===== src/pkg/icc_pkg.sv =====
/*
  Shared constants and types of the input capture channel: register map,
  control field layout, mode encodings and the register bus carrier.
  Assumes a plain register port with one-cycle strobes and 16-bit data.
*/
package icc_pkg;

  localparam int unsigned DATA_W = 16;
  localparam int unsigned ADDR_W = 4;
  localparam int unsigned FIFO_DEPTH = 4;
  localparam int unsigned PTR_W = 2;
  localparam int unsigned CNT_W = 3;

  // register offsets (word index on the plain port)
  localparam logic [ADDR_W-1:0] OFS_CONTROL = 4'h0;
  localparam logic [ADDR_W-1:0] OFS_BUFFER = 4'h1;
  localparam logic [ADDR_W-1:0] OFS_IRQ_STATUS = 4'h2;
  localparam logic [ADDR_W-1:0] OFS_IRQ_MASK = 4'h3;

  // control register fields
  localparam int unsigned BIT_STOP_IN_IDLE = 13;
  localparam int unsigned BIT_TIMER_SELECT = 7;
  localparam int unsigned BIT_CPI_HI = 6;
  localparam int unsigned BIT_CPI_LO = 5;
  localparam int unsigned BIT_OVERFLOW = 4;
  localparam int unsigned BIT_NOT_EMPTY = 3;
  localparam int unsigned BIT_MODE_HI = 2;
  localparam int unsigned BIT_MODE_LO = 0;

  // interrupt status / mask bits
  localparam int unsigned IRQ_W = 3;
  localparam int unsigned IRQ_CAPTURE = 0;
  localparam int unsigned IRQ_OVERFLOW = 1;
  localparam int unsigned IRQ_WAKE = 2;

  localparam logic [DATA_W-1:0] RESET_WORD = 16'h0000;
  localparam logic [IRQ_W-1:0] IRQ_RESET = 3'h0;
  localparam logic [CNT_W-1:0] CNT_ZERO = 3'h0;
  localparam logic [CNT_W-1:0] CNT_ONE = 3'h1;
  localparam logic [PTR_W-1:0] PTR_ONE = 2'h1;
  localparam logic [3:0] PRE_ZERO = 4'h0;
  localparam logic [3:0] PRE_ONE = 4'h1;
  localparam logic [3:0] PRE_LAST_4 = 4'h3;
  localparam logic [3:0] PRE_LAST_16 = 4'hf;

  typedef enum logic [2:0] {
    ICC_MODE_OFF = 3'h0,
    ICC_MODE_EVERY_EDGE = 3'h1,
    ICC_MODE_FALLING = 3'h2,
    ICC_MODE_RISING = 3'h3,
    ICC_MODE_RISE_4 = 3'h4,
    ICC_MODE_RISE_16 = 3'h5,
    ICC_MODE_UNUSED = 3'h6,
    ICC_MODE_WAKE_ONLY = 3'h7
  } icc_mode_e;

  typedef struct packed {
    logic [ADDR_W-1:0] addr;
    logic [DATA_W-1:0] wdata;
    logic wr;
    logic rd;
  } icc_bus_req_s;

endpackage


===== src/rtl/icc_fifo.sv =====
/*
  Four-word capture buffer: oldest value on the output, push ignored when full.
  Assumes the owner never pushes while full, it flags overflow instead.
*/
`timescale 1ns/10ps
module icc_fifo (
  input wire logic sys_clk,
  input wire logic reset_n,
  input wire logic flush,
  input wire logic push,
  input wire logic [icc_pkg::DATA_W-1:0] push_data,
  input wire logic pop,
  output logic [icc_pkg::DATA_W-1:0] head_data,
  output logic [icc_pkg::CNT_W-1:0] level
);
  logic [icc_pkg::DATA_W-1:0] mem_reg [icc_pkg::FIFO_DEPTH];
  logic [icc_pkg::PTR_W-1:0] wptr_reg;
  logic [icc_pkg::PTR_W-1:0] rptr_reg;
  logic [icc_pkg::CNT_W-1:0] level_reg;
  wire full = (level_reg == icc_pkg::CNT_W'(icc_pkg::FIFO_DEPTH));
  wire empty = (level_reg == icc_pkg::CNT_ZERO);
  wire do_push = push && !full;
  wire do_pop = pop && !empty;

  always_ff @(posedge sys_clk) begin
    if (do_push) begin
      mem_reg[wptr_reg] <= push_data;
    end
  end

  always_ff @(posedge sys_clk or negedge reset_n) begin
    if (!reset_n) begin
      wptr_reg <= '0;
      rptr_reg <= '0;
      level_reg <= icc_pkg::CNT_ZERO;
    end else if (flush) begin
      wptr_reg <= '0;
      rptr_reg <= '0;
      level_reg <= icc_pkg::CNT_ZERO;
    end else begin
      if (do_push) begin
        wptr_reg <= wptr_reg + icc_pkg::PTR_ONE;
      end
      if (do_pop) begin
        rptr_reg <= rptr_reg + icc_pkg::PTR_ONE;
      end
      if (do_push && !do_pop) begin
        level_reg <= level_reg + icc_pkg::CNT_ONE;
      end else if (do_pop && !do_push) begin
        level_reg <= level_reg - icc_pkg::CNT_ONE;
      end
    end
  end

  assign head_data = empty ? icc_pkg::RESET_WORD : mem_reg[rptr_reg];
  assign level = level_reg;
endmodule


===== src/rtl/icc_channel.sv =====
/*
  Input capture channel: edge detection, prescale, timer select, four-word
  buffer, captures-per-interrupt counter, sticky interrupt status and mask.
  Assumes capture pin, timer counts and idle/sleep levels are synchronous
  to sys_clk; registers reached over a plain strobe port, read data a cycle later.
*/
// Summary of operation
// - each qualifying event that finds room in the buffer latches the full 16-bit count of the selected timer.
// - timer select 1 captures timer b, 0 captures timer c.
// - interrupt every first, second, third or fourth capture per field value.
// - read-only overflow flag set by hardware on capture overflow.
// - read-only not-empty flag shows unread values in the buffer.
// - captured values wait in a four-word first-in first-out buffer.
// - mode 000 turns capture off.
// - mode 001 captures both edges, interrupt on every capture.
// - mode 010 captures falling edges, 011 rising edges.
// - mode 100 captures every fourth rising edge, 101 every sixteenth.
// - mode 110 behaves as disabled.
// - mode 111 gives rising-edge interrupt only in sleep or idle.
// - stop-in-idle set halts capture while the processor idles; mode 111 wake still works.
// - a capture pin event can wake the device from sleep and idle.
// - control bits 15-14 and 12-8 read as zero.
`timescale 1ns/10ps
module icc_channel (
  input wire logic sys_clk,
  input wire logic reset_n,
  input wire icc_pkg::icc_bus_req_s bus_req,
  output logic [icc_pkg::DATA_W-1:0] bus_rdata,
  input wire logic capture_input_pin,
  input wire logic [icc_pkg::DATA_W-1:0] timer_b_count,
  input wire logic [icc_pkg::DATA_W-1:0] timer_c_count,
  input wire logic cpu_idle,
  input wire logic cpu_sleep,
  output logic capture_irq,
  output logic wake_request
);
  // control state
  logic capture_stop_in_idle_reg;
  logic capture_timer_select_reg;
  logic [1:0] captures_per_interrupt_reg;
  icc_pkg::icc_mode_e capture_mode_field_reg;
  logic capture_overflow_flag_reg;
  logic pin_prev_reg;
  logic [3:0] prescale_reg;
  logic [3:0] prescale_next;
  logic [icc_pkg::CNT_W-1:0] cpi_count_reg;
  logic [icc_pkg::CNT_W-1:0] cpi_count_next;
  logic [icc_pkg::IRQ_W-1:0] irq_status_reg;
  logic [icc_pkg::IRQ_W-1:0] irq_status_next;
  logic [icc_pkg::IRQ_W-1:0] irq_mask_reg;
  logic [icc_pkg::DATA_W-1:0] rdata_reg;
  logic [icc_pkg::DATA_W-1:0] rdata_next;
  logic irq_reg;
  logic wake_reg;
  logic [icc_pkg::DATA_W-1:0] fifo_head;
  logic [icc_pkg::CNT_W-1:0] fifo_level;

  function automatic logic is_capture_mode(input icc_pkg::icc_mode_e m);
    is_capture_mode = (m == icc_pkg::ICC_MODE_EVERY_EDGE) || (m == icc_pkg::ICC_MODE_FALLING) ||
                      (m == icc_pkg::ICC_MODE_RISING) || (m == icc_pkg::ICC_MODE_RISE_4) ||
                      (m == icc_pkg::ICC_MODE_RISE_16);
  endfunction

  // register decode
  wire hit_control = (bus_req.addr == icc_pkg::OFS_CONTROL);
  wire hit_buffer = (bus_req.addr == icc_pkg::OFS_BUFFER);
  wire hit_status = (bus_req.addr == icc_pkg::OFS_IRQ_STATUS);
  wire hit_mask = (bus_req.addr == icc_pkg::OFS_IRQ_MASK);
  wire wr_control = bus_req.wr && hit_control;
  wire wr_status = bus_req.wr && hit_status;
  wire wr_mask = bus_req.wr && hit_mask;
  wire rd_buffer = bus_req.rd && hit_buffer;
  wire rd_control = bus_req.rd && hit_control;
  wire rd_status = bus_req.rd && hit_status;
  wire rd_mask = bus_req.rd && hit_mask;
  wire icc_pkg::icc_mode_e mode_written =
    icc_pkg::icc_mode_e'(bus_req.wdata[icc_pkg::BIT_MODE_HI:icc_pkg::BIT_MODE_LO]);
  wire mode_change = wr_control && (mode_written != capture_mode_field_reg);
  wire mode_off_written = wr_control && !is_capture_mode(mode_written);
  wire counters_clear = mode_change || mode_off_written;

  // halted while idle when asked to stop; sleep also stops the capture clock
  wire halted = (capture_stop_in_idle_reg && cpu_idle) || cpu_sleep;
  wire capture_active = is_capture_mode(capture_mode_field_reg) && !halted;

  wire rise = capture_input_pin && !pin_prev_reg;
  wire fall = !capture_input_pin && pin_prev_reg;

  // edge qualification per mode
  wire rise_4_hit = rise && (prescale_reg == icc_pkg::PRE_LAST_4);
  wire rise_16_hit = rise && (prescale_reg == icc_pkg::PRE_LAST_16);
  logic edge_event;
  always_comb begin
    case (capture_mode_field_reg)
      icc_pkg::ICC_MODE_EVERY_EDGE: edge_event = rise || fall;
      icc_pkg::ICC_MODE_FALLING: edge_event = fall;
      icc_pkg::ICC_MODE_RISING: edge_event = rise;
      icc_pkg::ICC_MODE_RISE_4: edge_event = rise_4_hit;
      icc_pkg::ICC_MODE_RISE_16: edge_event = rise_16_hit;
      default: edge_event = 1'b0;
    endcase
  end
  wire capture_event = capture_active && edge_event;

  wire fifo_full = (fifo_level == icc_pkg::CNT_W'(icc_pkg::FIFO_DEPTH));
  wire do_capture = capture_event && !fifo_full;
  wire overflow_event = capture_event && fifo_full;
  // timer count is taken on the same edge that qualifies the pin event
  wire [icc_pkg::DATA_W-1:0] selected_count =
    capture_timer_select_reg ? timer_b_count : timer_c_count;

  // prescaler counts rising edges only in the prescaled modes
  wire prescale_mode = (capture_mode_field_reg == icc_pkg::ICC_MODE_RISE_4) ||
                       (capture_mode_field_reg == icc_pkg::ICC_MODE_RISE_16);
  always_comb begin
    prescale_next = prescale_reg;
    if (counters_clear) begin
      prescale_next = icc_pkg::PRE_ZERO;
    end else if (capture_active && prescale_mode && rise) begin
      if (rise_4_hit && (capture_mode_field_reg == icc_pkg::ICC_MODE_RISE_4)) begin
        prescale_next = icc_pkg::PRE_ZERO;
      end else begin
        prescale_next = prescale_reg + icc_pkg::PRE_ONE;
      end
    end
  end

  // captures-per-interrupt; every-edge mode interrupts on each capture
  wire [icc_pkg::CNT_W-1:0] cpi_target = {1'b0, captures_per_interrupt_reg} + icc_pkg::CNT_ONE;
  wire cpi_bypass = (capture_mode_field_reg == icc_pkg::ICC_MODE_EVERY_EDGE);
  // greater-or-equal so a smaller field written mid-run still fires at once
  wire cpi_reached = (cpi_count_reg + icc_pkg::CNT_ONE) >= cpi_target;
  wire capture_int_event = do_capture && (cpi_bypass || cpi_reached);
  always_comb begin
    cpi_count_next = cpi_count_reg;
    if (counters_clear) begin
      cpi_count_next = icc_pkg::CNT_ZERO;
    end else if (do_capture) begin
      cpi_count_next = capture_int_event ? icc_pkg::CNT_ZERO : cpi_count_reg + icc_pkg::CNT_ONE;
    end
  end

  // interrupt-only pin while asleep or idle
  // stop-in-idle and the other controls are ignored in the interrupt-only mode
  wire wake_only = (capture_mode_field_reg == icc_pkg::ICC_MODE_WAKE_ONLY);
  wire wake_event = wake_only && (cpu_sleep || cpu_idle) && rise;
  // a capture edge during idle with the module running also wakes the core
  wire idle_capture_wake = cpu_idle && capture_event;
  wire wake_set = wake_event || idle_capture_wake;

  wire [icc_pkg::IRQ_W-1:0] irq_set = {wake_set, overflow_event, capture_int_event};
  wire [icc_pkg::IRQ_W-1:0] irq_clr = wr_status ? bus_req.wdata[icc_pkg::IRQ_W-1:0] : icc_pkg::IRQ_RESET;
  // set wins over a write-one-to-clear in the same cycle
  assign irq_status_next = (irq_status_reg & ~irq_clr) | irq_set;
  // the line follows a mask write on the same edge as the status, no stale cycle
  wire [icc_pkg::IRQ_W-1:0] irq_mask_next = wr_mask ? bus_req.wdata[icc_pkg::IRQ_W-1:0] : irq_mask_reg;

  // overflow clears once the buffer is drained or the module is switched off
  wire ovf_clear = (rd_buffer && (fifo_level == icc_pkg::CNT_ONE)) || mode_off_written;

  // control read image, unimplemented bits zero
  logic [icc_pkg::DATA_W-1:0] control_image;
  always_comb begin
    control_image = icc_pkg::RESET_WORD;
    control_image[icc_pkg::BIT_STOP_IN_IDLE] = capture_stop_in_idle_reg;
    control_image[icc_pkg::BIT_TIMER_SELECT] = capture_timer_select_reg;
    control_image[icc_pkg::BIT_CPI_HI:icc_pkg::BIT_CPI_LO] = captures_per_interrupt_reg;
    control_image[icc_pkg::BIT_OVERFLOW] = capture_overflow_flag_reg;
    control_image[icc_pkg::BIT_NOT_EMPTY] = (fifo_level != icc_pkg::CNT_ZERO);
    control_image[icc_pkg::BIT_MODE_HI:icc_pkg::BIT_MODE_LO] = capture_mode_field_reg;
  end

  // read mux; unmapped offsets read zero
  always_comb begin
    rdata_next = icc_pkg::RESET_WORD;
    // pop and data share one strobe, so a read never loses a word
    if (rd_control) begin
      rdata_next = control_image;
    end else if (rd_buffer) begin
      rdata_next = fifo_head;
    end else if (rd_status) begin
      rdata_next = {{(icc_pkg::DATA_W-icc_pkg::IRQ_W){1'b0}}, irq_status_reg};
    end else if (rd_mask) begin
      rdata_next = {{(icc_pkg::DATA_W-icc_pkg::IRQ_W){1'b0}}, irq_mask_reg};
    end
  end

  // flush on the off write also drops a capture landing in the same cycle
  icc_fifo u_fifo (
    .sys_clk(sys_clk),
    .reset_n(reset_n),
    .flush(mode_off_written),
    .push(do_capture),
    .push_data(selected_count),
    .pop(rd_buffer),
    .head_data(fifo_head),
    .level(fifo_level)
  );

  always_ff @(posedge sys_clk or negedge reset_n) begin
    if (!reset_n) begin
      capture_stop_in_idle_reg <= 1'b0;
      capture_timer_select_reg <= 1'b0;
      captures_per_interrupt_reg <= 2'h0;
      capture_mode_field_reg <= icc_pkg::ICC_MODE_OFF;
    end else if (wr_control) begin
      // overflow and not-empty are read-only; writes to them are dropped
      capture_stop_in_idle_reg <= bus_req.wdata[icc_pkg::BIT_STOP_IN_IDLE];
      capture_timer_select_reg <= bus_req.wdata[icc_pkg::BIT_TIMER_SELECT];
      captures_per_interrupt_reg <= bus_req.wdata[icc_pkg::BIT_CPI_HI:icc_pkg::BIT_CPI_LO];
      capture_mode_field_reg <= mode_written;
    end
  end

  always_ff @(posedge sys_clk or negedge reset_n) begin
    if (!reset_n) begin
      capture_overflow_flag_reg <= 1'b0;
    // a dropped capture wins over the drain or off-write clear in the same cycle
    end else if (overflow_event) begin
      capture_overflow_flag_reg <= 1'b1;
    end else if (ovf_clear) begin
      capture_overflow_flag_reg <= 1'b0;
    end
  end

  always_ff @(posedge sys_clk or negedge reset_n) begin
    if (!reset_n) begin
      // a pin already high at release counts as a rising edge on the first edge
      pin_prev_reg <= 1'b0;
      prescale_reg <= icc_pkg::PRE_ZERO;
      cpi_count_reg <= icc_pkg::CNT_ZERO;
    end else begin
      pin_prev_reg <= capture_input_pin;
      prescale_reg <= prescale_next;
      cpi_count_reg <= cpi_count_next;
    end
  end

  always_ff @(posedge sys_clk or negedge reset_n) begin
    if (!reset_n) begin
      irq_status_reg <= icc_pkg::IRQ_RESET;
    end else begin
      irq_status_reg <= irq_status_next;
    end
  end

  always_ff @(posedge sys_clk or negedge reset_n) begin
    if (!reset_n) begin
      irq_mask_reg <= icc_pkg::IRQ_RESET;
    end else begin
      irq_mask_reg <= irq_mask_next;
    end
  end

  always_ff @(posedge sys_clk or negedge reset_n) begin
    if (!reset_n) begin
      rdata_reg <= icc_pkg::RESET_WORD;
    end else begin
      rdata_reg <= rdata_next;
    end
  end

  // both outputs come from flops and move on the same edge as the status
  always_ff @(posedge sys_clk or negedge reset_n) begin
    if (!reset_n) begin
      irq_reg <= 1'b0;
      wake_reg <= 1'b0;
    end else begin
      irq_reg <= |(irq_status_next & irq_mask_next);
      wake_reg <= wake_set;
    end
  end

  assign bus_rdata = rdata_reg;
  assign capture_irq = irq_reg;
  assign wake_request = wake_reg;
endmodule


===== config.mk =====
export PLATFORM = sky130hd
export DESIGN_NAME = icc_channel
export DESIGN_NICKNAME = d
export VERILOG_FILES = /design/src/pkg/icc_pkg.sv /design/src/rtl/icc_fifo.sv /design/src/rtl/icc_channel.sv
export SDC_FILE = /design/constraint.sdc
export NUM_CORES = 1
export LEC_CHECK = 0
export ABC_AREA = 0
export BUFFER_PORTS_ARGS = -buffer_cell sky130_fd_sc_hd__buf_2
export CELL_PAD_IN_SITES_DETAIL_PLACEMENT = 1
export CELL_PAD_IN_SITES_GLOBAL_PLACEMENT = 2
export CORE_MARGIN = 2
export CORE_UTILIZATION = 40
export CTS_CLUSTER_DIAMETER = 80
export DETAILED_ROUTE_END_ITERATION = 8
export PLACE_DENSITY = 0.9
export SYNTH_ARGS = -nofsm -noshare
export SYNTH_HDL_FRONTEND = slang
export SYNTH_HIERARCHICAL = 1
export SYNTH_SLANG_ARGS = --single-unit

===== constraint.sdc =====
create_clock -name sys_clk -period 3.2 [get_ports sys_clk]
set_input_delay 0.16 -clock sys_clk [delete_from_list [all_inputs] [get_ports sys_clk]]
set_output_delay 0.16 -clock sys_clk [all_outputs]
set_load 0.005 [all_outputs]

# Yosys cells after proc, flatten, opt, wreduce, memory -nomap -nowiden
# Memories as Yosys holds them, arrays and structs flattened.
# Index checks and enable logic that the tools add are counted.
# word_totals
ff_bits,47
latch_bits,0
ram_bits,64
mem_bits_ro,0
in_bits,59
output_inout_bits,18
n_memories,1
# classes
n_addsub,7
multipliers,0
div_mod_pow,0
order_cmp,1
eq_ne,19
shift,0
muxes,26
bitwise,4
n_reduce_logical,64
# memory_table
name,words,word_bits,rd,rd_ports_with_merged_regs,write_ports,line_no,text
u_fifo.mem_reg,4,16,1,0,1,icc_fifo.sv:16,logic [icc_pkg::DATA_W-1:0] mem_reg [icc_pkg::FIFO_DEPTH];
# ops
cell,count
16-bit two-way mux,5
1-bit logical AND,30
3-bit two-way mux,9
3-bit == test (second input constant),6
1-bit logical OR,16
3-bit by 2-bit == test with 1-bit output (second input constant),4
4-bit by 2-bit == test with 1-bit output (second input constant),3
4-bit two-way mux,3
2-bit nonzero test,5
3-bit by 1-bit == test with 1-bit output (second input constant),3
1-bit zero test,8
2-bit two-way mux,4
3-bit by 1-bit adder with 3-bit output (second input constant),2
3-bit bitwise AND,2
3-bit nonzero test,2
1-bit case mux with 5 select lines,1
2-bit by 1-bit adder with 2-bit output (second input constant),2
4-bit by 1-bit adder with 4-bit output (second input constant),1
4-bit by 1-bit == test with 1-bit output (second input constant),1
4-bit == test (second input constant),1
4-bit zero test,1
1-bit two-way mux,4
2-bit by 1-bit adder with 3-bit output (second input constant),1
3-bit greater-or-equal comparator,1
other kinds (6),6

# Logic depth before layout (Yosys ltp)
# Gate-level depths: netlist of run 1.
# depth
ltp_word,14
ltp_mapped,14
depth_no_buf,13

# By module
# Netlist of run 1, hierarchy kept.
# by_module_without_submodules
module,instances,cells_each,area_each_um2,seq_area_each_um2
icc_fifo,1,148,2886.5,2097.0
icc_channel,1,203,2224.6,1001.0

# Worst setup path before layout of run 1
# No wires, ideal clock.
# synth_timing
path_kind,register to register
startpoint,reg pin_prev_reg
endpoint,"reg u_fifo.level_reg, in the netlist u_fifo/level[2]"
setup_time_ns,0.078
arrival_ns,2.654
required_ns,3.122
slack_ns,0.468
stages_incl_launch_ff,14
n_path_buf,0
path_cell_list,dfrtp_1 -> inv_1 -> ha_1 -> mux2_2 -> a31oi_1 -> a21o_1 -> nor2_1 -> inv_1 -> a31oi_4 -> ha_1 -> fa_1 -> xnor2_1 -> or3_1 -> a21oi_1
# synth_between
elab_chain_cells,10
word_cells_on_any_way,16
classes_between,mux: 3; reduce/logical: 13
# synth_rtl
item,line_no,text
"start, declared",icc_channel.sv:43,logic pin_prev_reg;
"start signal, assigned",icc_channel.sv:233,pin_prev_reg <= capture_input_pin;
1-bit zero test,icc_channel.sv:86,wire rise = capture_input_pin && !pin_prev_reg;
1-bit logical AND,icc_channel.sv:86,
"1-bit logical AND, or another cell as far along",icc_channel.sv:91,wire rise_16_hit = rise && (prescale_reg == icc_pkg::PRE_LAST_16);
1-bit case mux with 5 select lines *,icc_channel.sv:94,case (capture_mode_field_reg)
1-bit logical AND *,icc_channel.sv:103,wire capture_event = capture_active && edge_event;
1-bit logical AND *,icc_channel.sv:106,wire do_capture = capture_event && !fifo_full;
named net do_capture,icc_channel.sv:106,
1-bit logical AND *,icc_fifo.sv:22,wire do_push = push && !full;
1-bit logical AND or 1-bit zero test (tied branches),"icc_fifo.sv:47, icc_fifo.sv:49",
3-bit two-way mux or 1-bit logical AND (tied branches),"icc_fifo.sv:47, icc_fifo.sv:49",
3-bit two-way mux or 3-bit nonzero test (tied branches),-,
"end signal, assigned",icc_fifo.sv:35,level_reg <= icc_pkg::CNT_ZERO;
"end signal, assigned",icc_fifo.sv:39,level_reg <= icc_pkg::CNT_ZERO;
"end signal, assigned",icc_fifo.sv:48,level_reg <= level_reg + icc_pkg::CNT_ONE;
"end, declared",icc_fifo.sv:19,logic [icc_pkg::CNT_W-1:0] level_reg;
# The timed path passes the listed nets; every way through them passes the cells marked *.
# A chain may end at the register's enable or synchronous reset.

# Worst setup path after layout of run 1
# layout_timing
startpoint,in capture_input_pin
endpoint,"reg u_fifo.level_reg, in the netlist u_fifo/level[2]"
# layout_between
elab_chain_cells,10
word_cells_on_any_way,16
classes_between,mux: 3; reduce/logical: 13
# layout_rtl
item,line_no,text
"start, declared",icc_channel.sv:29,"input wire logic capture_input_pin,"
1-bit zero test,icc_channel.sv:87,wire fall = !capture_input_pin && pin_prev_reg;
1-bit logical AND,icc_channel.sv:87,
1-bit logical OR,icc_channel.sv:95,icc_pkg::ICC_MODE_EVERY_EDGE: edge_event = rise || fall;
1-bit case mux with 5 select lines *,icc_channel.sv:94,
1-bit logical AND *,icc_channel.sv:103,
1-bit logical AND *,icc_channel.sv:106,
named net do_capture,icc_channel.sv:106,
1-bit logical AND *,icc_fifo.sv:22,
1-bit logical AND or 1-bit zero test (tied branches),"icc_fifo.sv:47, icc_fifo.sv:49",
3-bit two-way mux or 1-bit logical AND (tied branches),"icc_fifo.sv:47, icc_fifo.sv:49",
3-bit two-way mux or 3-bit nonzero test (tied branches),-,
# Marks and branches as above.

==> impl_metrics.csv, run 1 <==
group,metric,value,unit
floorplan,start_util,0.4067,
yosys,netlist.top_cell.by_area,"edfxtp_1",
setup_path,critPathArrivalTime,3.29,ns
route,drt-initial-drc-count,115,
floorplan,placementRows,41,
floorplan,die_w,117.0,µm
global_routing,grt_pass1_wl,18720,µm
place,io_buffers,67,
power_and_ir_drop,vdd_drop_max,0.0004404,V
final_layout,fillers,1296,
route,vias,3175,
floorplan,die_h,117.0,µm
power_and_ir_drop,p_sw,1.198,mW
flow_run,maxCapViolCount,0,
route,drt_wl_total,11530,µm
power_and_ir_drop,power.leakage,2.482,nW
sta,fin_crit_sh,0.9439,
final_layout,area_growth,17.43,%
final_layout,drive_gt1_frac,0.3411,
global_routing,overflow,0,
sta,setup-tns-final,0,ns
power_and_ir_drop,power.internal,2.783,mW
sta,worst_pin_slew,1.126,ns
clock_tree,cts.sinks,111,
final_layout,largest_reg_flops,64,
place,dp_hpwl,7994,µm
yosys,yosys.cell_count.top_type,"edfxtp_1",
power_and_ir_drop,p_sw_frac,0.3010,
yosys,synthTopCellsByCount,"edfxtp_1, dfrtp_1, mux2_2",
yosys,synthTopCellsByArea,"edfxtp_1, dfrtp_1, mux4_2",
setup_path,critPathLaunchType,"input port",
status,status,"complete, no violations",
yosys,synthFlopType,"edfxtp_1",
yosys,syn_nets,425,
sta,setup_viol,0,
clock_tree,clockBufferDepth,2,
floorplan,core-area,12570,µm²
final_layout,layout.nets,500,
power_and_ir_drop,seqPwrFrac,0.466,
setup_path,path_class,"input port to register",
sta,timing.fmax,331.1,MHz
route,first_pass_iters,6,
yosys,async_flop_share,0.4234,
yosys,synth-edff-count,64,
global_routing,grt_max_degree,48,
sta,relSlewSlack,0.2443,
yosys,yosysWarnings,6,
worst_hold_path,min_path_type,"input port to async pin",
sta,skew,0.005982,ns
route,remaining_drc_errors,0,
route,topRoutingLayerUsed,"met4",
setup_path,crit_family,"adder cells",
sta,slew_violations,0,
setup_path,crit_path_cell_trace,"dlygate4sd3_1 > buf_2 > ha_1 > mux2_2 > a31oi_4 > a21o_1 > nor2_1 > inv_1 > a31oi_4 > ha_4 > fa_1 > xnor2_1 > or3_1 > a21oi_1",
setup_path,worst_setup_path_end_kind,"register",
route,wl_met1,4708,µm
clock_tree,numCtsBuffers,9,
setup_path,worst-path-buf-inv,3,
yosys,synth_area,5111,µm²
sta,period_needed,3.021,ns
yosys,synth_cells,351,
power_and_ir_drop,power_density,663.3,nW/µm²
global_routing,antenna_found_initial,0,
setup_path,cp_common_cell,"a31oi_4",
floorplan,die-area,13700,µm²
setup_path,critPathMaxStageDelay,0.53,ns
clock_tree,cts_tree,"built",
route,wl_per_cell,19.12,µm
setup_path,worstPathMaxFanout,7,
setup_path,r2r_slack,0.25,ns
yosys,synth_top_area_share,0.3760,
clock_tree,ctsRootBufferMaster,"clkbuf_16",
power_and_ir_drop,comb_power_share,0.252,
setup_path,cp_slowest_cell,"dlygate4sd3_1",
yosys,synth_area_per_cell,14.56,µm²
power_and_ir_drop,power.total,3.981,mW
place,place.gp.congestion,0.7694,
final_layout,antenna_cells,0,
yosys,synth_seq_area_share,0.6061,
power_and_ir_drop,p_clk_frac,0.282,
clock_tree,cts_max_level,3,
clock_tree,insertion_delay,0.35,ns
route,met2WireLength,6356,µm
setup_path,required,3.47,ns
clock_tree,clkTransAtPathRegs,0.07,ns
global_routing,grt_pass1_vias,3602,
yosys,synth-seq-cells,111,
floorplan,io_pins,77,
global_routing,track_usage,0.1840,
route,detail-route-antenna-nets,0,
route,vias_per_cell,5.265,
sta,final_hold_viol_count,0,
route,wl_met3,356,µm
yosys,netlist-cell-type-count,53,
==> through the flow <==
step	instance area [µm²]	cells	worst slack [ns]	hold WS (ns)	util
final	6002	603	0.1795	0.02478	0.4776
after global routing	6002	603	-0.001858	0.04455	0.4776
after CTS	5953	601	0.08004	0.03671	0.4737
after detailed placement	5648	584	0.1932	0.3164	0.4494
after global placement	5648	584	0.2834	0.3002	0.4494
after floorplan	5111	351	0.4682	-0.1356	-
==> cells by family (layout without fill, tap and decap cells) <==
logic type | count (synthesis) | after routing | synth area share
compound gates | 45 | 45 | 0.06365
xor+xnor | 6 | 6 | 0.01028
fa+ha+maj | 15 | 15 | 0.03819
buf+inv | 34 | 114 | 0.03084
flops | 111 | 111 | 0.6061
mux | 49 | 49 | 0.1486
simple gates | 91 | 91 | 0.1023
==> path summary, 6_finish.rpt <==
kind / to / cells past startpoint / from
worst max-delay path: u_fifo/level[2]$_DFFE_PN0P_ / 14 / capture_input_pin
worst min-delay path: bus_rdata[0]$_DFF_PN0_ / 1 / reset_n
worst max register to register: u_fifo/level[2]$_DFFE_PN0P_ / 12 / capture_mode_field_reg[2]$_DFFE_PN0P_
worst min register to register: capture_overflow_flag_reg$_DFFE_PN0P_ / 1 / capture_overflow_flag_reg$_DFFE_PN0P_
max in group asynchronous: u_fifo/level[2]$_DFFE_PN0P_ / 1 / reset_n
min in group sys_clk: capture_timer_select_reg$_DFFE_PN0P_ / 2 / bus_req[9]
==> placed cells by master (no fill, tap or decap), types with 12 or more instances in the layout <==
cell type / count
dfrtp_1: 47
buf_2: 67
nor2b_1: 17
and2_1: 12
inv_1: 19
nor2_1: 20
mux2_2: 25
mux4_2: 19
edfxtp_1: 64
ha_1: 13
==> per-layer routing <==
layer / track usage / vias up
li1: - / 1455
met1: 0.2129 / 1649
met2: 0.3484 / 63
met3: 0.03399 / 8
met4: 0.05098 / 0
met5: 0 / -
==> cell type report <==
type                       count  area, µm²  share of cell area
sequential                   111       3098              0.5162
multi-input combinational    206       1894              0.3156
timing repair buffer          79      427.9             0.07129
clock buffer                  10      229.0             0.03815
tap                          172      215.2             0.03586
inverter                      19      71.32             0.01188
clock inverter                 6      66.31             0.01105
==> power by group through the flow <==
stage / registers (mW) / logic, mW / clock network, mW
2_1_floorplan: 1.78 / 0.793 / 0
3_3_place_gp: 1.87 / 0.933 / 0
3_5_place_dp: 1.88 / 0.992 / 0
4_1_cts: 1.85 / 1.01 / 1.15
5_1_grt: 1.88 / 1.11 / 1.21
6_report: 1.85 / 1.00 / 1.12
==> timing repair <==
| item | CTS | global route |
|---|---|---|
| hold buffers | 1 | 0 |
| endpoints found under the setup margin | 0 | 1 |
| hold endpoints to repair | 1 | 0 |
| gates resized for setup | 0 | 5 |
| buffers inserted | 0 | 2 |
Note: power is estimated with default switching activity, not from simulation.
==> run 2, diff against run 1 <==
CORE_UTILIZATION = 43   (was 40)
GPL_TIMING_DRIVEN = 0   (was unset)
PLACE_DENSITY = 0.91   (was 0.9)
clock period = 3.8 ns   (was 3.2 ns; I/O delays follow)
==> run 2 against run 1 <==
  * The run now ends with DRC left
  * Global-route usage grew 1.3 points
  * Wire length grew 0.67%
  * Via count grew 1.1%
  * Design area shrank 0.67%
  * Clock power shrank 5%
  * Register-to-register slack gained 0.47 ns
  * Clock-buffer cell count is the same
  * First-iteration DRC count grew 21%
  * Clock skew grew 0.0050 ns
  * Worst hold slack gained 0.013 ns
  * Critical endpoint unchanged
==> impl_metrics.csv, run 2 (synthesis results as in run 1) <==
group,metric,value,unit
setup_path,critPathLaunchType,"input port",
sta,setup_viol,0,
global_routing,grt_pass1_vias,3606,
setup_path,cp_common_cell,"ha_1",
clock_tree,cts_resized,0,
final_layout,antenna_cells,0,
final_layout,area_growth,16.65,%
floorplan,io_pins,77,
final_layout,layout.nets,502,
setup_path,required,4.08,ns
flow_run,maxCapViolCount,0,
setup_path,crit_path_start,"capture_input_pin",
setup_path,rr_startpoint,"capture_mode_field_reg[2]$_DFFE_PN0P_",
clock_tree,cts.sinks,111,
global_routing,grt_max_degree,48,
sta,skew,0.01098,ns
clock_tree,ctsRootBufferMaster,"clkbuf_16",
clock_tree,clockBufferDepth,2,
place,dp_hpwl,8263,µm
place,place.gp.congestion,0.7788,
status,status,"finished, violations left",
route,first_pass_iters,6,
route,vias,3210,
sta,worst_pin_slew,1.081,ns
clock_tree,insertion_delay,0.36,ns
final_layout,drive_gt1_frac,0.3233,
clock_tree,clkTransAtPathRegs,0.07,ns
global_routing,overflow,0,
sta,postLayoutSetupSlackWorst,0.6141,ns
sta,relSlewSlack,0.2795,
setup_path,path_class,"input port to register",
route,remaining_drc_errors,4,
sta,timing.fmax,313.9,MHz
place,pre_cts_slack,0.2177,ns
route,vias_per_cell,5.573,
setup_path,critPathMaxStageDelay,0.54,ns
route,detail-route-antenna-nets,0,
floorplan,start_util,0.4438,
power_and_ir_drop,power_density,582.6,nW/µm²
final_layout,final_cell_mix,"buf_2, edfxtp_1, dfrtp_1, mux2_2, nor2_1",
floorplan,core-area,11520,µm²
final_layout,layout_commonest_cell,"buf_2",
global_routing,grt_pass1_wl,18990,µm
route,drt-initial-drc-count,139,
sta,setup-tns-final,0,ns
floorplan,die-area,12770,µm²
setup_path,crit_path_cell_trace,"dlygate4sd3_1 > buf_2 > ha_1 > mux2_2 > a31oi_1 > a21o_1 > nor2_1 > inv_1 > a31oi_4 > ha_1 > fa_1 > xnor2_1 > or3_1 > a21oi_1",
setup_path,worstPathMaxFanout,7,
route,wl_per_cell,20.15,µm
final_layout,largest_reg_flops,64,
floorplan,die_w,113.0,µm
setup_path,cp_slowest_cell,"dlygate4sd3_1",
sta,slew_violations,0,
setup_path,critPathArrivalTime,3.46,ns
sta,rsz0062_at_grt,"no",
route,drt_wl_total,11610,µm
clock_tree,cts_tree,"built",
sta,whs,0.03740,ns
place,dp.cells,559,
clock_tree,numCtsBuffers,9,
global_routing,track_usage,0.1972,
sta,fin_crit_sh,0.8384,
power_and_ir_drop,vdd_drop_max,0.0003548,V
worst_hold_path,min_path_type,"input port to async pin",
clock_tree,cts_setup_buffers,0,
place,io_buffers,65,
setup_path,worst_setup_path_end_kind,"register",
sta,period_needed,3.186,ns
status,violations,"DRC",
clock_tree,cts_max_level,3,
final_layout,fin_cells,576,
global_routing,antenna_found_initial,0,
sta,final_hold_viol_count,0,
power_and_ir_drop,power.leakage,2.482,nW
floorplan,die_h,113.0,µm
floorplan,placementRows,39,
run 2: layout make-up:
cell class | count | area, µm²
inverter | 19 | 71.32
tap | 143 | 178.9
multi-input combinational | 206 | 1856
timing repair buffer | 66 | 335.3
buffer | 15 | 86.33
clock buffer | 10 | 239.0
sequential | 111 | 3098
fill | 1162 | 5554
clock inverter | 6 | 97.59
run 2: per-stage QoR:
step | power, mW | utilization | instance area (µm²)
after floorplan | 2.165 | - | 5111
after global placement | 2.394 | 0.4876 | 5615
after detailed placement | 2.445 | 0.4876 | 5615
after CTS | 3.511 | 0.5177 | 5962
after global routing | 3.660 | 0.5177 | 5962
final | 3.473 | 0.5177 | 5962
run 2: repair_timing:
action	CTS	global route
hold buffers	1	0
hold endpoints to repair	1	0
endpoints found under the setup margin	0	0
run 2: worst max-delay path, delay by kind of cell:
family | cells | cell delay (ns)
muxes | 1 | 0.28
buffers and inverters | 3 | 0.78
xor gates and xnor gates | 1 | 0.15
AOI/OAI and AO/OA | 4 | 0.75
and+or+nand+nor | 2 | 0.37
adders and majority gates | 3 | 0.95
run 2: worst paths after layout:
path	endpoint	slack [ns]	depth (start not counted)
hold reg to reg	capture_overflow_flag_reg$_DFFE_PN0P_	0.51	1
min in group sys_clk	captures_per_interrupt_reg[0]$_DFFE_PN0P_	0.07	2
setup / recovery	u_fifo/level[2]$_DFFE_PN0P_	0.61	14
setup reg to reg	u_fifo/mem_reg[2][11]$_DFFE_PP_	0.72	8
max in group asynchronous	bus_rdata[15]$_DFF_PN0_	3.10	1
hold / removal	bus_rdata[2]$_DFF_PN0_	0.04	1
run 2: power breakdown:
group          internal [mW]  switching [mW]  leakage [nW]
sequential              1.40          0.0895          1.20
combinational          0.431           0.491          1.12
clock                  0.607           0.451         0.166
run 2: layer usage:
layer | up-vias | wire, µm | GRT usage
li1 | 1458 | - | -
met1 | 1662 | 4798 | 0.2367
met2 | 65 | 6199 | 0.3501
met3 | 25 | 318 | 0.02785
met4 | 0 | 289 | 0.09431
met5 | - | 0 | 0
==> run 3, diff against run 2 <==
CORE_UTILIZATION = 40   (was 43)
PLACE_DENSITY = 0.86   (was 0.91)
clock period = 3.15 ns   (was 3.8 ns; I/O delays follow)
==> run 3 against run 2 <==
  * The flow now finishes without violations
  * Sequential power rose by 21%
  * Die area rose by 7.2%
  * Sequential share of layout area barely moved
  * Utilization fell by 4.3 points
  * Worst hold slack got worse by 0.031 ns
  * Wire length fell by 1.3%
  * Clock-buffer cell count rose by 2
  * Clock skew fell by 0.00077 ns
  * Non-clock buffer count did not move
  * First-iteration DRC count rose by 2.9%
  * Worst setup slack got worse by 0.49 ns
  * Cell count rose by 5.0%
==> impl_metrics.csv, run 3 (synthesis results as in run 1) <==
group,metric,value,unit
setup_path,cp_slowest_cell,"fa_1",
global_routing,overflow,0,
place,place.gp.congestion,0.7131,
final_layout,layout_commonest_cell,"buf_2",
route,wl_per_cell,18.93,µm
floorplan,io_pins,77,
sta,skew,0.01021,ns
global_routing,track_usage,0.1813,
place,io_buffers,65,
sta,period_needed,3.029,ns
sta,relSlewSlack,0.2790,
route,topRoutingLayerUsed,"met4",
route,vias,3166,
floorplan,die_w,117.0,µm
floorplan,start_util,0.4067,
sta,final_hold_viol_count,0,
route,wl_met1,4702,µm
final_layout,drive_gt1_frac,0.3349,
sta,slew_violations,0,
setup_path,cp_common_cell,"inv_1",
floorplan,core-area,12570,µm²
setup_path,required,3.43,ns
global_routing,antenna_found_initial,0,
route,first_pass_iters,4,
place,dp.cells,588,
global_routing,grt_pass1_vias,3378,
final_layout,fillers,1296,
clock_tree,clockBufferDepth,2,
status,status,"complete, no violations",
setup_path,critPathArrivalTime,3.31,ns
place,dp_hpwl,8003,µm
final_layout,regArea,3098,µm²
setup_path,critPathMaxStageDelay,0.43,ns
floorplan,die-area,13700,µm²
final_layout,largest_reg_flops,64,
sta,setup-tns-final,0,ns
power_and_ir_drop,power.total,3.967,mW
sta,worst_pin_slew,1.074,ns
clock_tree,insertion_delay,0.35,ns
final_layout,area_growth,16.67,%
route,remaining_drc_errors,0,
power_and_ir_drop,vdd_drop_max,0.0004421,V
route,vias_per_cell,5.233,
route,detail-route-antenna-nets,0,
clock_tree,ctsRootBufferMaster,"clkbuf_16",
clock_tree,cts_tree,"built",
floorplan,die_h,117.0,µm
setup_path,worstPathMaxFanout,10,
final_layout,fin_cells,605,
sta,postLayoutSetupSlackWorst,0.1213,ns
clock_tree,cts.sinks,111,
sta,timing.fmax,330.2,MHz
clock_tree,cts_max_level,3,
final_layout,multiInputGateArea,1888,µm²
sta,setup_viol,0,
power_and_ir_drop,power.leakage,2.446,nW
setup_path,critPathLaunchType,"register",
place,pre_cts_slack,-0.3436,ns
setup_path,crit_path_cell_trace,"buf_6 > inv_1 > ha_1 > inv_1 > o211ai_1 > a21o_1 > nor2_1 > inv_1 > a31oi_4 > ha_4 > fa_1 > xnor2_1 > or3_1 > a21oi_2",
route,wl_met3,396,µm
final_layout,antenna_cells,0,
global_routing,grt_max_degree,48,
clock_tree,clkTransAtPathRegs,0.07,ns
clock_tree,numCtsBuffers,9,
worst_hold_path,min_path_type,"input port to async pin",
setup_path,worst_setup_path_end_kind,"register",
flow_run,maxCapViolCount,0,
final_layout,layout.nets,502,
route,drt-initial-drc-count,143,
route,met2WireLength,6169,µm
power_and_ir_drop,power_density,665.3,nW/µm²
clock_tree,cts_setup_buffers,0,
global_routing,grt_pass1_wl,18130,µm
floorplan,placementRows,41,
final_layout,final_cell_mix,"buf_2, edfxtp_1, dfrtp_1, mux2_2, nor2_1",
sta,rsz0062_at_grt,"no",
setup_path,path_class,"register to register",
sta,fin_crit_sh,0.9615,
route,drt_wl_total,11460,µm
## run 3: cell count changes in the layout (fill, tap and decap cells not counted), sizes merged
cell and change:
clkbuf +2, inv -1, bufinv -2, clkinv -1, clkinvlp +2
## run 3: worst max-delay path, delay by kind of cell, from the launching register on
kind,cells,cell delay (ns)
AO/OA/AOI/OAI,4,0.74
XOR/XNOR,1,0.16
adder cells (fa/ha/maj),3,0.91
buffers and inverters,4,0.34
flip-flops,1,0.39
AND/OR/NAND/NOR,2,0.41
## run 3: routing by layer
metal	up-vias	global-route usage
met5	-	0
met4	0	0.05725
met3	14	0.04171
met2	69	0.3310
met1	1620	0.2120
li1	1463	-
## run 3: layout make-up
type / instances / share of cell area
buffer: 15 / 0.01448
sequential: 111 / 0.5195
clock buffer: 12 / 0.03966
tap: 172 / 0.03609
inverter: 19 / 0.01196
clock inverter: 4 / 0.005455
multi-input combinational: 206 / 0.3166
timing repair buffer: 66 / 0.05623
## run 3: what timing repair did
| action | in CTS | in global routing |
|---|---|---|
| hold buffers | 1 | 0 |
| resized for setup | 0 | 9 |
| endpoints found under the hold margin | 1 | 0 |
| endpoints found under the setup margin | 0 | 50 |
## run 3: power breakdown
part | leakage [nW] | switching [mW] | internal [mW]
sequential | 1.20 | 0.120 | 1.69
combinational | 1.12 | 0.575 | 0.523
clock | 0.124 | 0.513 | 0.544
## run 3: final timing paths
kind                                                  startpoint                                        end  slack, ns  cells after the start
setup / recovery           capture_mode_field_reg[1]$_DFFE_PN0P_                u_fifo/level[2]$_DFFE_PN0P_       0.12                     14
hold / removal                                           reset_n                     bus_rdata[2]$_DFF_PN0_      0.006                      1
setup reg to reg           capture_mode_field_reg[1]$_DFFE_PN0P_                u_fifo/level[2]$_DFFE_PN0P_       0.12                     14
hold reg to reg            capture_overflow_flag_reg$_DFFE_PN0P_      capture_overflow_flag_reg$_DFFE_PN0P_       0.51                      1
max in group asynchronous                                reset_n                    bus_rdata[10]$_DFF_PN0_       2.49                      1
min in group sys_clk                                  bus_req[7]  captures_per_interrupt_reg[0]$_DFFE_PN0P_       0.04                      2
## run 3: stage by stage
| step | hold WS, ns | utilization | instance area (µm²) |
|---|---|---|---|
| finish | 0.006134 | 0.4745 | 5963 |
| global route | 0.04410 | 0.4745 | 5963 |
| CTS | 0.03102 | 0.4719 | 5931 |
| detailed placement | 0.3075 | 0.4497 | 5652 |
| global placement | 0.3003 | 0.4497 | 5652 |
| floorplan | -0.1381 | - | 5111 |
